--- config.mk ---
export PLATFORM = sky130hd
export DESIGN_NAME = bds_cmd_decoder
export DESIGN_NICKNAME = d
export VERILOG_FILES = /design/src/pkg/bds_pkg.sv /design/src/hw/bds_cmd_decoder.sv /design/src/hw/bds_desc_match.sv /design/src/hw/bds_limit_check.sv
export SDC_FILE = /design/constraint.sdc
export NUM_CORES = 1
export LEC_CHECK = 0
export BUFFER_PORTS_ARGS = -buffer_cell sky130_fd_sc_hd__buf_4
export CORE_MARGIN = 2
export CORE_UTILIZATION = 54
export DETAILED_ROUTE_END_ITERATION = 12
export GPL_TIMING_DRIVEN = 0
export MAX_ROUTING_LAYER = met4
export PLACE_DENSITY = 0.78
export SYNTH_ARGS = -nofsm -noshare
export SYNTH_HDL_FRONTEND = slang
export SYNTH_SLANG_ARGS = --single-unit
export TNS_END_PERCENT = 50
--- constraint.sdc ---
create_clock -name pclk -period 9.8 [get_ports pclk]
set_input_delay 0.98 -clock pclk [delete_from_list [all_inputs] [get_ports pclk]]
set_output_delay 0.98 -clock pclk [all_outputs]
set_load 0.05 [all_outputs]
--- src/pkg/bds_pkg.sv ---
// constants, encodings and register map of the search/seek/limits command decoder
// assumes an APB master with 32-bit data and one aligned word per register
package bds_pkg;

  // ----------------------------------------------------------------
  // command operation codes
  // ----------------------------------------------------------------
  localparam logic [7:0] OP_SEARCH_HIGH = 8'h30;
  localparam logic [7:0] OP_SEARCH_EQUAL = 8'h31;
  localparam logic [7:0] OP_SEARCH_LOW = 8'h32;
  localparam logic [7:0] OP_SET_LIMITS = 8'h33;
  localparam logic [7:0] OP_SEEK6 = 8'h0b;
  localparam logic [7:0] OP_SEEK10 = 8'h2b;
  localparam logic [7:0] OP_START_STOP = 8'h1b;
  localparam logic [7:0] OP_READ6 = 8'h08;
  localparam logic [7:0] OP_READ10 = 8'h28;
  localparam logic [7:0] OP_WRITE6 = 8'h0a;
  localparam logic [7:0] OP_WRITE10 = 8'h2a;

  // ----------------------------------------------------------------
  // command block field positions
  // ----------------------------------------------------------------
  localparam int CDB_BYTES = 10;
  localparam int LINK_BIT = 0;
  localparam int INVERT_BIT = 4;
  localparam int READ_INH_BIT = 1;
  localparam int WRITE_INH_BIT = 0;
  localparam int IMMED_BIT = 0;
  localparam int LOAD_UNLOAD_BIT = 1;
  localparam int START_BIT = 0;
  localparam logic [16:0] LEN6_ZERO_BLOCKS = 17'h00100;
  localparam logic [16:0] LEN_ONE_BLOCK = 17'h00001;

  // ----------------------------------------------------------------
  // status bytes and sense keys
  // ----------------------------------------------------------------
  localparam logic [7:0] ST_GOOD = 8'h00;
  localparam logic [7:0] ST_CHECK = 8'h02;
  localparam logic [7:0] ST_COND_MET = 8'h04;
  localparam logic [7:0] ST_INTERMEDIATE = 8'h10;
  localparam logic [7:0] ST_INTER_COND_MET = 8'h14;
  localparam logic [3:0] SK_NO_SENSE = 4'h0;
  localparam logic [3:0] SK_NOT_READY = 4'h2;
  localparam logic [3:0] SK_ILLEGAL = 4'h5;
  localparam logic [3:0] SK_DATA_PROTECT = 4'h7;

  // ----------------------------------------------------------------
  // register map (byte addresses)
  // ----------------------------------------------------------------
  localparam logic [7:0] ADDR_CDB0 = 8'h00;
  localparam logic [7:0] ADDR_CDB1 = 8'h04;
  localparam logic [7:0] ADDR_CDB2 = 8'h08;
  localparam logic [7:0] ADDR_CONTROL = 8'h0c;
  localparam logic [7:0] ADDR_STATUS = 8'h10;
  localparam logic [7:0] ADDR_POSITION = 8'h14;
  localparam logic [7:0] ADDR_CAPACITY = 8'h18;
  localparam logic [7:0] ADDR_RECORD = 8'h1c;
  localparam logic [7:0] ADDR_DESC_CFG = 8'h20;
  localparam logic [7:0] ADDR_PATTERN0 = 8'h24;
  localparam int NUM_DESC = 2;
  localparam int CTRL_GO_BIT = 0;
  localparam int CTRL_END_CHAIN_BIT = 1;
  localparam int STS_SENSE_LSB = 8;
  localparam int STS_DONE_BIT = 16;
  localparam int STS_BUSY_BIT = 17;
  localparam int STS_READY_BIT = 18;
  localparam int STS_LOADED_BIT = 19;
  localparam int STS_LIMITS_BIT = 20;
  localparam logic [31:0] CAPACITY_RESET = 32'h000fffff;

  // ----------------------------------------------------------------
  // timing
  // ----------------------------------------------------------------
  localparam int CLK_PERIOD_NS = 50;
  localparam int SPIN_TIME_US = 1000;
  localparam int SPIN_CYCLES = (SPIN_TIME_US * 1000 + CLK_PERIOD_NS - 1) / CLK_PERIOD_NS;

  typedef enum logic [1:0] {
    BDS_CMP_EQUAL = 2'b00,
    BDS_CMP_HIGH = 2'b01,
    BDS_CMP_LOW = 2'b10
  } bds_cmp_type;

  typedef enum logic [1:0] {
    BDS_IDLE = 2'b00,
    BDS_SEARCH = 2'b01,
    BDS_FLUSH = 2'b10,
    BDS_SPIN = 2'b11
  } bds_state_type;

endpackage

--- src/hw/bds_cmd_decoder.sv ---
// command decoder for search, seek, set limits and start/stop unit behind APB
// assumes software loads the command block, then writes go; one command at a time
// Summary of operation
// - search ends satisfied at first record meeting every enabled descriptor
// - equal search matches on equal data, or unequal data when inverted
// - high search matches greater data, or less-or-equal when inverted
// - low search matches lesser data, or greater-or-equal when inverted
// - seek moves position to the command's block address, ten-byte form bytes 2-5
// - set limits records an address range confining the linked chain
// - read inhibit refuses reads within the range
// - write inhibit refuses writes within the range
// - limits block address is the first block of the range
// - limits block count is range length; zero reaches the last block
// - out-of-range or inhibited access is refused with check, data protect
// - second limits command in one chain is refused with check, data protect
// - start/stop enables or disables the unit for media access
// - immediate bit returns status after validation, else after completion
// - load/eject clear takes no medium action
// - load/eject set unloads on stop, loads on start
// - start makes unit ready; stop makes medium inaccessible (a start after an eject, with load/eject clear, leaves the unit not ready)
// - cache is flushed entirely before a stop executes
// - search count of zero searches nothing and is no error
// - unlinked search ends condition met if satisfied, else good
//
// Added by the designer: the APB register port and the placing of the registers.
`timescale 1ns/100ps
module bds_cmd_decoder import bds_pkg::*; #(
  parameter int SPIN_COUNT = SPIN_CYCLES
) (
  input wire logic pclk,
  input wire logic presetn,
  input wire logic psel,
  input wire logic penable,
  input wire logic pwrite,
  input wire logic [7:0] paddr,
  input wire logic [31:0] pwdata,
  output logic [31:0] prdata,
  output logic pready,
  output logic pslverr,
  output logic cache_flush_req,
  input wire logic cache_flush_done,
  output logic medium_load,
  output logic medium_eject,
  output logic seek_strobe,
  output logic [31:0] position,
  output logic unit_ready
);

  // ----------------------------------------------------------------
  // bus decode
  // ----------------------------------------------------------------
  logic wr_en;
  logic addr_ok;
  logic go;
  logic end_chain;
  logic record_strobe;

  assign wr_en = psel && penable && pwrite;
  assign addr_ok = (paddr <= ADDR_PATTERN0 + 8'((NUM_DESC - 1) * 4)) && (paddr[1:0] == 2'b00);
  assign pready = 1'b1;
  assign pslverr = psel && penable && !addr_ok;
  assign go = wr_en && (paddr == ADDR_CONTROL) && pwdata[CTRL_GO_BIT];
  assign end_chain = wr_en && (paddr == ADDR_CONTROL) && pwdata[CTRL_END_CHAIN_BIT];
  assign record_strobe = wr_en && (paddr == ADDR_RECORD);

  // ----------------------------------------------------------------
  // software registers
  // ----------------------------------------------------------------
  logic [31:0] cdb_word [3];
  logic [31:0] capacity;
  logic [NUM_DESC-1:0] desc_enable;
  logic [31:0] pattern [NUM_DESC];

  always_ff @(posedge pclk or negedge presetn) begin
    if (!presetn) begin
      for (int i = 0; i < 3; i++) begin
        cdb_word[i] <= 32'h00000000;
      end
      for (int i = 0; i < NUM_DESC; i++) begin
        pattern[i] <= 32'h00000000;
      end
      capacity <= CAPACITY_RESET;
      desc_enable <= '0;
    end else if (wr_en) begin
      if (paddr == ADDR_CDB0) begin
        cdb_word[0] <= pwdata;
      end
      if (paddr == ADDR_CDB1) begin
        cdb_word[1] <= pwdata;
      end
      if (paddr == ADDR_CDB2) begin
        cdb_word[2] <= {16'h0000, pwdata[15:0]};
      end
      if (paddr == ADDR_CAPACITY) begin
        capacity <= pwdata;
      end
      if (paddr == ADDR_DESC_CFG) begin
        desc_enable <= pwdata[NUM_DESC-1:0];
      end
      for (int i = 0; i < NUM_DESC; i++) begin
        if (paddr == ADDR_PATTERN0 + 8'(i * 4)) begin
          pattern[i] <= pwdata;
        end
      end
    end
  end

  // ----------------------------------------------------------------
  // command field decode
  // ----------------------------------------------------------------
  logic [7:0] cdb [CDB_BYTES];
  logic [7:0] opcode;
  logic six_byte;
  logic link;
  logic is_search;
  logic is_rw6;
  logic is_rw10;
  logic is_read;
  logic is_write;
  logic is_seek;
  logic is_media;
  logic [31:0] req_lba;
  logic [16:0] req_len;

  always_comb begin
    for (int i = 0; i < CDB_BYTES; i++) begin
      cdb[i] = cdb_word[i / 4][8 * (i % 4) +: 8];
    end
  end

  assign opcode = cdb[0];
  assign six_byte = (opcode[7:5] == 3'b000);
  assign link = six_byte ? cdb[5][LINK_BIT] : cdb[9][LINK_BIT];
  assign is_search = (opcode == OP_SEARCH_EQUAL) || (opcode == OP_SEARCH_HIGH) || (opcode == OP_SEARCH_LOW);
  assign is_rw6 = (opcode == OP_READ6) || (opcode == OP_WRITE6);
  assign is_rw10 = (opcode == OP_READ10) || (opcode == OP_WRITE10);
  assign is_read = (opcode == OP_READ6) || (opcode == OP_READ10) || is_search;
  assign is_write = (opcode == OP_WRITE6) || (opcode == OP_WRITE10);
  assign is_seek = (opcode == OP_SEEK6) || (opcode == OP_SEEK10);
  assign is_media = is_read || is_write || is_seek;
  assign req_lba = six_byte ? {11'h000, cdb[1][4:0], cdb[2], cdb[3]} : {cdb[2], cdb[3], cdb[4], cdb[5]};

  always_comb begin
    if (is_rw6) begin
      req_len = (cdb[4] == 8'h00) ? LEN6_ZERO_BLOCKS : {9'h000, cdb[4]};
    end else if (is_rw10 || is_search) begin
      req_len = {1'b0, cdb[7], cdb[8]};
    end else begin
      req_len = LEN_ONE_BLOCK;
    end
  end

  // ----------------------------------------------------------------
  // limits store and check
  // ----------------------------------------------------------------
  logic limits_active;
  logic [31:0] limit_lba;
  logic [15:0] limit_count;
  logic read_block_flag;
  logic write_block_flag;
  logic violation;
  logic take_limits;
  logic finish;
  logic finish_closes;

  bds_limit_check u_limit_check (
    .limits_active(limits_active),
    .first_lba(limit_lba),
    .block_count(limit_count),
    .last_lba(capacity),
    .read_inhibit(read_block_flag),
    .write_inhibit(write_block_flag),
    .req_lba(req_lba),
    .req_len(req_len),
    .is_read(is_read),
    .is_write(is_write),
    .violation(violation)
  );

  always_ff @(posedge pclk or negedge presetn) begin
    if (!presetn) begin
      limits_active <= 1'b0;
      limit_lba <= 32'h00000000;
      limit_count <= 16'h0000;
      read_block_flag <= 1'b0;
      write_block_flag <= 1'b0;
    end else if (take_limits) begin
      limits_active <= 1'b1;
      limit_lba <= req_lba;
      limit_count <= {cdb[7], cdb[8]};
      read_block_flag <= cdb[1][READ_INH_BIT];
      write_block_flag <= cdb[1][WRITE_INH_BIT];
    end else if ((finish && finish_closes) || end_chain) begin
      limits_active <= 1'b0;
      read_block_flag <= 1'b0;
      write_block_flag <= 1'b0;
    end
  end

  // ----------------------------------------------------------------
  // search engine
  // ----------------------------------------------------------------
  bds_cmp_type cmp_mode;
  logic cmp_invert;
  logic [NUM_DESC-1:0] desc_match;
  logic all_match;

  assign all_match = &desc_match;

  genvar g;
  generate
    for (g = 0; g < NUM_DESC; g++) begin : gen_desc
      bds_desc_match u_match (
        .record_word(pwdata),
        .pattern(pattern[g]),
        .mode(cmp_mode),
        .invert(cmp_invert),
        .enable(desc_enable[g]),
        .match(desc_match[g])
      );
    end
  endgenerate

  // ----------------------------------------------------------------
  // command sequencer
  // ----------------------------------------------------------------
  bds_state_type state;
  logic [7:0] status_byte;
  logic [3:0] sense_key;
  logic done;
  logic cmd_link;
  logic stop_pending;
  logic load_unload;
  logic immed_pending;
  logic medium_loaded;
  logic [15:0] search_left;
  logic [31:0] spin_timer;
  logic [7:0] ok_status;

  assign take_limits = go && (state == BDS_IDLE) && (opcode == OP_SET_LIMITS) && !limits_active;
  assign ok_status = link ? ST_INTERMEDIATE : ST_GOOD;

  always_ff @(posedge pclk or negedge presetn) begin
    if (!presetn) begin
      state <= BDS_IDLE;
      status_byte <= ST_GOOD;
      sense_key <= SK_NO_SENSE;
      done <= 1'b0;
      finish <= 1'b0;
      finish_closes <= 1'b0;
      cmd_link <= 1'b0;
      stop_pending <= 1'b0;
      load_unload <= 1'b0;
      immed_pending <= 1'b0;
      medium_loaded <= 1'b1;
      unit_ready <= 1'b1;
      search_left <= 16'h0000;
      spin_timer <= 32'h00000000;
      cmp_mode <= BDS_CMP_EQUAL;
      cmp_invert <= 1'b0;
      position <= 32'h00000000;
      seek_strobe <= 1'b0;
      medium_load <= 1'b0;
      medium_eject <= 1'b0;
    end else begin
      finish <= 1'b0;
      seek_strobe <= 1'b0;
      medium_load <= 1'b0;
      medium_eject <= 1'b0;
      unique case (state)
        BDS_IDLE: begin
          if (go) begin
            done <= 1'b0;
            cmd_link <= link;
            status_byte <= ST_CHECK;
            finish <= 1'b1;
            finish_closes <= 1'b1;
            if (is_media && !unit_ready) begin
              sense_key <= SK_NOT_READY;
            end else if (opcode == OP_SET_LIMITS) begin
              if (limits_active) begin
                sense_key <= SK_DATA_PROTECT;
              end else begin
                status_byte <= ok_status;
                sense_key <= SK_NO_SENSE;
                finish_closes <= !link;
                done <= 1'b1;
              end
            end else if (is_media && violation) begin
              sense_key <= SK_DATA_PROTECT;
            end else if (is_seek || is_rw6 || is_rw10) begin
              status_byte <= ok_status;
              sense_key <= SK_NO_SENSE;
              finish_closes <= !link;
              if (is_seek) begin
                position <= req_lba;
                seek_strobe <= 1'b1;
              end
            end else if (is_search) begin
              sense_key <= SK_NO_SENSE;
              cmp_invert <= cdb[1][INVERT_BIT];
              cmp_mode <= (opcode == OP_SEARCH_HIGH) ? BDS_CMP_HIGH :
                (opcode == OP_SEARCH_LOW) ? BDS_CMP_LOW : BDS_CMP_EQUAL;
              search_left <= req_len[15:0];
              if (req_len == 17'h00000) begin
                status_byte <= ok_status;
                finish_closes <= !link;
              end else begin
                finish <= 1'b0;
                state <= BDS_SEARCH;
              end
            end else if (opcode == OP_START_STOP) begin
              sense_key <= SK_NO_SENSE;
              stop_pending <= !cdb[4][START_BIT];
              load_unload <= cdb[4][LOAD_UNLOAD_BIT];
              immed_pending <= cdb[1][IMMED_BIT];
              if (cdb[1][IMMED_BIT]) begin
                status_byte <= ok_status;
                finish_closes <= !link;
              end else begin
                finish <= 1'b0;
              end
              if (!cdb[4][START_BIT]) begin
                state <= BDS_FLUSH;
              end else begin
                if (cdb[4][LOAD_UNLOAD_BIT]) begin
                  medium_load <= 1'b1;
                  medium_loaded <= 1'b1;
                end
                spin_timer <= 32'(SPIN_COUNT - 1);
                state <= BDS_SPIN;
              end
            end else begin
              sense_key <= SK_ILLEGAL;
            end
          end
        end
        BDS_SEARCH: begin
          if (record_strobe) begin
            search_left <= search_left - 16'h0001;
            if (all_match) begin
              status_byte <= cmd_link ? ST_INTER_COND_MET : ST_COND_MET;
              finish <= 1'b1;
              finish_closes <= !cmd_link;
              state <= BDS_IDLE;
            end else if (search_left == 16'h0001) begin
              status_byte <= cmd_link ? ST_CHECK : ST_GOOD;
              finish <= 1'b1;
              finish_closes <= 1'b1;
              state <= BDS_IDLE;
            end
          end
        end
        BDS_FLUSH: begin
          if (cache_flush_done) begin
            spin_timer <= 32'(SPIN_COUNT - 1);
            state <= BDS_SPIN;
          end
        end
        BDS_SPIN: begin
          if (spin_timer != 32'h00000000) begin
            spin_timer <= spin_timer - 32'h00000001;
          end else begin
            state <= BDS_IDLE;
            if (stop_pending) begin
              unit_ready <= 1'b0;
              if (load_unload) begin
                medium_eject <= 1'b1;
                medium_loaded <= 1'b0;
              end
            end else begin
              unit_ready <= medium_loaded;
            end
            // loading flag clear leaves the medium alone
            if (!immed_pending) begin
              status_byte <= cmd_link ? ST_INTERMEDIATE : ST_GOOD;
              finish <= 1'b1;
              finish_closes <= !cmd_link;
            end
          end
        end
        default: state <= BDS_IDLE;
      endcase
      if (finish) begin
        done <= 1'b1;
      end
    end
  end

  assign cache_flush_req = (state == BDS_FLUSH);

  // ----------------------------------------------------------------
  // read data
  // ----------------------------------------------------------------
  logic [31:0] read_mux;

  always_comb begin
    read_mux = 32'h00000000;
    if (paddr == ADDR_CDB0) begin
      read_mux = cdb_word[0];
    end else if (paddr == ADDR_CDB1) begin
      read_mux = cdb_word[1];
    end else if (paddr == ADDR_CDB2) begin
      read_mux = cdb_word[2];
    end else if (paddr == ADDR_STATUS) begin
      read_mux[7:0] = status_byte;
      read_mux[STS_SENSE_LSB +: 4] = sense_key;
      read_mux[STS_DONE_BIT] = done;
      read_mux[STS_BUSY_BIT] = (state != BDS_IDLE);
      read_mux[STS_READY_BIT] = unit_ready;
      read_mux[STS_LOADED_BIT] = medium_loaded;
      read_mux[STS_LIMITS_BIT] = limits_active;
    end else if (paddr == ADDR_POSITION) begin
      read_mux = position;
    end else if (paddr == ADDR_CAPACITY) begin
      read_mux = capacity;
    end else if (paddr == ADDR_RECORD) begin
      read_mux = {16'h0000, search_left};
    end else if (paddr == ADDR_DESC_CFG) begin
      read_mux[NUM_DESC-1:0] = desc_enable;
    end else begin
      for (int i = 0; i < NUM_DESC; i++) begin
        if (paddr == ADDR_PATTERN0 + 8'(i * 4)) begin
          read_mux = pattern[i];
        end
      end
    end
  end

  always_ff @(posedge pclk or negedge presetn) begin
    if (!presetn) begin
      prdata <= 32'h00000000;
    end else if (psel && !penable) begin
      prdata <= read_mux;
    end
  end

endmodule // bds_cmd_decoder

--- src/hw/bds_desc_match.sv ---
// one search argument descriptor compared against one record word
// assumes record and pattern are unsigned words of equal length
`timescale 1ns/100ps
module bds_desc_match import bds_pkg::*; (
  input wire logic [31:0] record_word,
  input wire logic [31:0] pattern,
  input wire bds_cmp_type mode,
  input wire logic invert,
  input wire logic enable,
  output logic match
);

  logic hit;

  always_comb begin
    unique case (mode)
      BDS_CMP_HIGH: hit = record_word > pattern;
      BDS_CMP_LOW: hit = record_word < pattern;
      default: hit = record_word == pattern;
    endcase
  end

  // invert turns greater into less-or-equal, less into greater-or-equal
  assign match = !enable || (hit ^ invert);

endmodule // bds_desc_match

--- src/hw/bds_limit_check.sv ---
// range and inhibit check of one access against the recorded limits
// assumes limits fields stay stable while limits_active is high
`timescale 1ns/100ps
module bds_limit_check (
  input wire logic limits_active,
  input wire logic [31:0] first_lba,
  input wire logic [15:0] block_count,
  input wire logic [31:0] last_lba,
  input wire logic read_inhibit,
  input wire logic write_inhibit,
  input wire logic [31:0] req_lba,
  input wire logic [16:0] req_len,
  input wire logic is_read,
  input wire logic is_write,
  output logic violation
);

  logic [32:0] req_end;
  logic [32:0] range_end;
  logic outside;

  // zero length still touches its starting block
  assign req_end = (req_len == 17'h00000) ? {1'b0, req_lba} : {1'b0, req_lba} + {16'h0000, req_len} - 33'h000000001;
  assign range_end = (block_count == 16'h0000) ? {1'b0, last_lba} :
    {1'b0, first_lba} + {17'h00000, block_count} - 33'h000000001;
  assign outside = (req_lba < first_lba) || (req_end > range_end);
  assign violation = limits_active && (outside || (is_read && read_inhibit) || (is_write && write_inhibit));

endmodule // bds_limit_check

==> impl_metrics.toml, run 1 <==
[synth]
yosys.area.top_type = "dfrtp_1"
synth_ff_type = "dfrtp_1"
mappedNetlistArea_um2 = 23900
synth_nets = 2847
syn_inst = 2574
synth.distinct_cells = 76
yosysMostFrequentCell = "dfrtp_1"
synth_seq_cells = 363
yosysSeqAreaShare_pct = 38.2
synthTopCellsByCount = "341 x dfrtp_1, 236 x nand2_1, 232 x inv_1, 225 x ha_1, 211 x o21ai_0"
synth_top_area_share_pct = 35.7
synth.avg_cell_area_um2 = 9.28
ys_async_sr_fraction_pct = 100
yosysWarnings = 0
synth_area_leaders = "dfrtp_1 36%, ha_1 12%, mux2_2 8.4%"
synth_edf_count = 0

[floorplanning]
die-area_um2 = 45900
row_count = 77
start_util_pct = 54.3
core_area_um2 = 43900
die-width_um = 214
chipHeight_um = 214
ios = 117

[sta]
slew_viol_final = 0
fin_skew_ns = 0.0201
grt_setup_unrepaired = "no"
final.setup.tns_ns = 0
max_freq_mhz = 108
period_share_pct = 94.5
min_period_ns = 9.26
hold_viol_final = 0
slew_headroom_pct = 4.58
setup_viol = 0
worst_slew_pin_slew_ns = 1.39

[global_routing]
grt_pass1_wl_um = 127000
antenna_found_initial = 3
grt_max_degree = 123
grt_util_all_layers_pct = 37.6
grt_pass1_vias = 21100
overflow = 0

[pwr]
power_leakage_nw = 13.3
ir_worst_vdd_v = 0.000128
power_density_nw_per_um2 = 135
total_power_mw = 3.64

[clocking]
clkTransAtPathRegs_ns = 0.06
clk_latency_ns = 0.59
cts_max_level = 2
cts_buffers = 40
cts.path.max_buffers = 3
cts_sinks = 363
clockRootBuffer = "clkbuf_16"
cts_tree = "yes"

[worst_setup_path]
crit-reg2reg-launch = "cdb[72]"
path_max_fanout = 10
endpoint_kind = "flop"
critPathLaunchType = "flop"
arrival_ns = 9.77
r2r_end = "state[0]"
cp.required_ns = 10.31
cp_slowest_stage_delay_ns = 0.64
critPathSlowestCell = "or4b_1"
critPathKind = "reg2reg"
regToRegSetupSlack_ns = 0.54
reg2reg_depth = 33

[cells_and_area]
nFillCells = 3800
multiInputGateArea_um2 = 13500
final_layout_size_suffix_gt1_share_pct = 14.6
ff_latch_area_um2 = 9110
areaGrowthSynthToFinish_pct = 12.6
utilization_pct = 61.2
finalNetCount = 3008

[detailed_routing]
wl_met1_um = 34300
first_pass_iters = 9
routed_wl_um = 84500
avgViaCountPerCell = 6.47
drc = 0
highest_layer = "met4"
post_drt_wl_per_cell_um = 25.1
ant_nets = 0
vias = 21700
drtIter0Drc = 2489
wl_met2_um = 37200
route.met3.wl_um = 8220

[run_status]
outcome = "completed"

[placement]
hpwl_um = 65500
gp_congestion = 1.05
io_buffers = 115

[job]
cap_violations = 0

[min_path]
hold_path_class = "in2async"
==> flip-flops by register name (all words and copies together) (netlist names), 16 cells and up <==
| name | cells |
|---|---|
| capacity | 32 |
| cdb | 80 |
| prdata | 32 |
| spin_timer | 32 |
| pattern | 64 |
| search_left | 16 |
| limit_count | 16 |
| limit_lba | 32 |
| position | 32 |
==> area by class of cell <==
cell class | instances | share of cell area (%)
well taps | 592 | 2.75
clock inverters | 16 | 0.577
multi-input cells | 1873 | 50.2
diodes | 3 | 0.0279
clock buffers | 58 | 4.28
plain buffers | 106 | 1.50
repair buffers | 119 | 3.56
inverters | 232 | 3.24
flip-flops and latches | 363 | 33.9
==> report_power, final <==
group | internal, mW | switching [mW]
logic | 0.211 | 0.330
clock network | 0.876 | 0.666
registers | 1.52 | 0.0301
total | 2.61 | 1.03
==> worst max-delay path, delay by kind of cell (launching register included) <==
kind                       cells  cell delay (ns)
buffers and inverters          4             1.04
AOI/OAI and AO/OA             19             4.73
DFF                            1             0.36
and+or+nand+nor                7             2.18
adders and majority gates      3             0.86
==> layout by cell type, fill, tap and decap left out, types with 32 or more instances in the layout <==
cell type  count
dfrtp_1      341
nand2_1      236
inv_1        232
ha_1         225
o21ai_0      211
a21oi_1      182
mux2_2       178
nor2_1       157
buf_4        115
clkbuf_1      97
a21o_1        83
a22oi_1       59
mux2i_1       51
clkbuf_16     41
nor3_1        38
nand3_1       38
xnor2_1       32
==> metal layers <==
layer	track usage, %	vias up
li1	-	9655
met1	49.6	10600
met2	55.9	1186
met3	6.77	255
met4	18.9	0
met5	-	-
==> stage by stage <==
stage	instances	area [µm²]	hold slack, ns	setup slack [ns]
finish	3362	26900	0.219	0.540
global placement	3281	25500	0.458	0.610
detailed placement	3284	25600	0.467	0.499
floorplan	2574	23900	0.440	2.66
global route	3361	26900	0.216	0.0568
CTS	3358	26900	0.215	0.448
==> worst max path at each step <==
| stage | from | cells after the start | slack (ns) | endpoint |
|---|---|---|---|---|
| after floorplan | cdb[72] | 33 | 2.66 | state[0] |
| after global placement | cdb[72] | 33 | 0.61 | search_left[2] |
| after detailed placement | cdb[72] | 34 | 0.50 | search_left[14] |
| after CTS | cdb[72] | 33 | 0.45 | search_left[14] |
| after global routing | cdb[72] | 33 | 0.06 | search_left[9] |
| final | cdb[72] | 33 | 0.54 | state[0] |
==> logic make-up after synthesis <==
family          Yosys count  share of synthesized area (%)
compound gates          737                           19.7
simple gates            629                           12.5
flops                   363                           38.2
buf+inv                 338                           5.33
mux                     229                           10.5
fa+ha+maj               227                           12.0
xor+xnor                 50                           1.83
other cells               1                         0.0157
==> timing repair <==
action | 4_1_cts | 5_1_grt
setup endpoints to repair | 0 | 47
hold buffers | 0 | 0
setup buffers | 0 | 0
resized for setup | 0 | 1
No activity file was read; power rests on OpenSTA's default activity.
==> run 2: changes to the inputs <==
--- a/config.mk
+++ b/config.mk
@@ -11,7 +11,7 @@
 export DETAILED_ROUTE_END_ITERATION = 12
 export GPL_TIMING_DRIVEN = 0
 export MAX_ROUTING_LAYER = met4
-export PLACE_DENSITY = 0.78
+export PLACE_DENSITY = 0.72
 export SYNTH_ARGS = -nofsm -noshare
 export SYNTH_HDL_FRONTEND = slang
 export SYNTH_SLANG_ARGS = --single-unit
==> run 2 against run 1 <==
Sequential share of layout area about the same. Utilization grew 0.051 points. Global-route usage fell by 0.089 points. Worst setup slack better by 0.078 ns. Final area about the same. Critical path type unchanged. Largest power group unchanged.
==> impl_metrics.toml, run 2 (same netlist as run 1, synthesis figures left out) <==
[sta]
worst_slew_pin_slew_ns = 1.36
fin_skew_ns = 0.0298
grt_setup_unrepaired = "no"
period_share_pct = 93.7
slew_viol_final = 0
max_freq_mhz = 109
hold_viol_final = 0
setup_viol = 0
final.setup.tns_ns = 0
slew_headroom_pct = 8.24
min_period_ns = 9.18

[pwr]
p_sw_mw = 1.02
p_int_mw = 2.63
power_density_nw_per_um2 = 136
comb_power_share_pct = 14.9
power_leakage_nw = 13.3
power_frac_clock_pct = 42.5
ir_worst_vdd_v = 0.000118
sequentialPowerShare_pct = 42.6
swShare_pct = 27.9

[cells_and_area]
final_cells = 3361
final_layout_size_suffix_gt1_share_pct = 14.4
most-common-layout-cells = "341 x dfrtp_1, 236 x nand2_1, 232 x inv_1"
final_common_cell = "dfrtp_1"
areaGrowthSynthToFinish_pct = 12.7
largest_register_ffs = 80
finalNetCount = 3008
design_area_um2 = 26900

[floorplanning]
ios = 117
row_count = 77
start_util_pct = 54.3
core_area_um2 = 43900
die-width_um = 214
chipHeight_um = 214
die-area_um2 = 45900

[min_path]
hold_path_class = "in2async"

[detailed_routing]
ant_nets = 0
drtIter0Drc = 2460
highest_layer = "met4"
avgViaCountPerCell = 6.43
routed_wl_um = 84100
vias = 21600
first_pass_iters = 7
route.met3.wl_um = 8450
wl_met1_um = 34400
wl_met2_um = 36900
drc = 0
post_drt_wl_per_cell_um = 25.0

[clocking]
clkTransAtPathRegs_ns = 0.06
cts_buffers = 41
cts.path.max_buffers = 3
cts_max_level = 2
post_cts_buffers = 0
cts_tree = "yes"
clockRootBuffer = "clkbuf_16"
cts_sinks = 363
clk_latency_ns = 0.59

[job]
cap_violations = 0

[global_routing]
overflow = 0
grt_pass1_vias = 20800
grt_pass1_wl_um = 127000
antenna_found_initial = 1
grt_util_all_layers_pct = 37.5
grt_max_degree = 124

[worst_setup_path]
endpoint_kind = "flop"
cp.required_ns = 10.23
critPathKind = "reg2reg"
cp_common_cell = "o21ai_0"
arrival_ns = 9.61
critPathSlowestCell = "or4b_1"
cp_slowest_stage_delay_ns = 0.66
path_max_fanout = 10
critPathLaunchType = "flop"

[placement]
hpwl_um = 65100
gp_congestion = 1.02
io_buffers = 115
detailed_place.area_um2 = 25600
place_inst = 3284

[run_status]
outcome = "completed"
==> run 2: path summary, 6_finish.rpt <==
check	from	end	slack (ns)	depth (start not counted)
max	cdb[72]	search_left[3]	0.62	33
min	presetn	pattern[37]	0.31	1
max reg2reg	cdb[72]	search_left[3]	0.62	33
min reg2reg	spin_timer[31]	spin_timer[31]	0.47	1
max in group asynchronous	presetn	capacity[26]	8.53	2
min in group pclk	spin_timer[31]	spin_timer[31]	0.47	1
==> run 2: power by group through the flow <==
stage / combinational [mW] / sequential, mW / clock (mW)
2_1_floorplan: 0.351 / 1.57 / 0
3_3_place_gp: 0.514 / 1.58 / 0
3_5_place_dp: 0.531 / 1.58 / 0
4_1_cts: 0.535 / 1.55 / 1.56
5_1_grt: 0.607 / 1.56 / 1.62
6_report: 0.544 / 1.56 / 1.55
==> run 2: repair_timing <==
| action | 4_1_cts | 5_1_grt |
|---|---|---|
| gates resized for setup | 0 | 1 |
| hold endpoints to repair | 0 | 0 |
| setup endpoints to repair | 0 | 7 |
| hold buffers | 0 | 0 |
==> run 2: cell type report <==
| class | count | area [µm²] |
|---|---|---|
| clock buffer | 67 | 1200 |
| inverter | 232 | 871 |
| buffer | 106 | 404 |
| tap | 592 | 741 |
| clock inverter | 9 | 128 |
| multi-input combinational | 1873 | 13500 |
| antenna | 1 | 2.50 |
| timing repair buffer | 118 | 953 |
| fill | 3767 | 17000 |
| sequential | 363 | 9110 |
==> run 2: per-stage QoR <==
stage / hold WS [ns] / utilization (%) / total power [mW] / setup slack [ns]
detailed placement: 0.464 / 58.2 / 2.11 / 0.622
finish: 0.307 / 61.3 / 3.65 / 0.618
global placement: 0.456 / 58.0 / 2.09 / 0.550
floorplan: 0.440 / - / 1.92 / 2.66
CTS: 0.307 / 61.2 / 3.65 / 0.545
global route: 0.320 / 61.3 / 3.78 / 0.210
==> run 2: metal layers <==
layer | global-route usage (%) | up-vias
li1 | - | 9648
met1 | 49.2 | 10600
met2 | 55.7 | 1076
met3 | 8.45 | 268
met4 | 16.7 | 0
met5 | - | -
==> run 2: worst max-delay path, delay by kind of cell (launching register included) <==
| family | cells | cell delay (ns) |
|---|---|---|
| adder cells (fa/ha/maj) | 3 | 0.83 |
| AND/OR/NAND/NOR | 5 | 1.71 |
| buffers and inverters | 5 | 1.35 |
| multiplexers | 1 | 0.10 |
| AO/OA/AOI/OAI | 18 | 4.41 |
| XOR/XNOR | 1 | 0.23 |
| flip-flops | 1 | 0.36 |
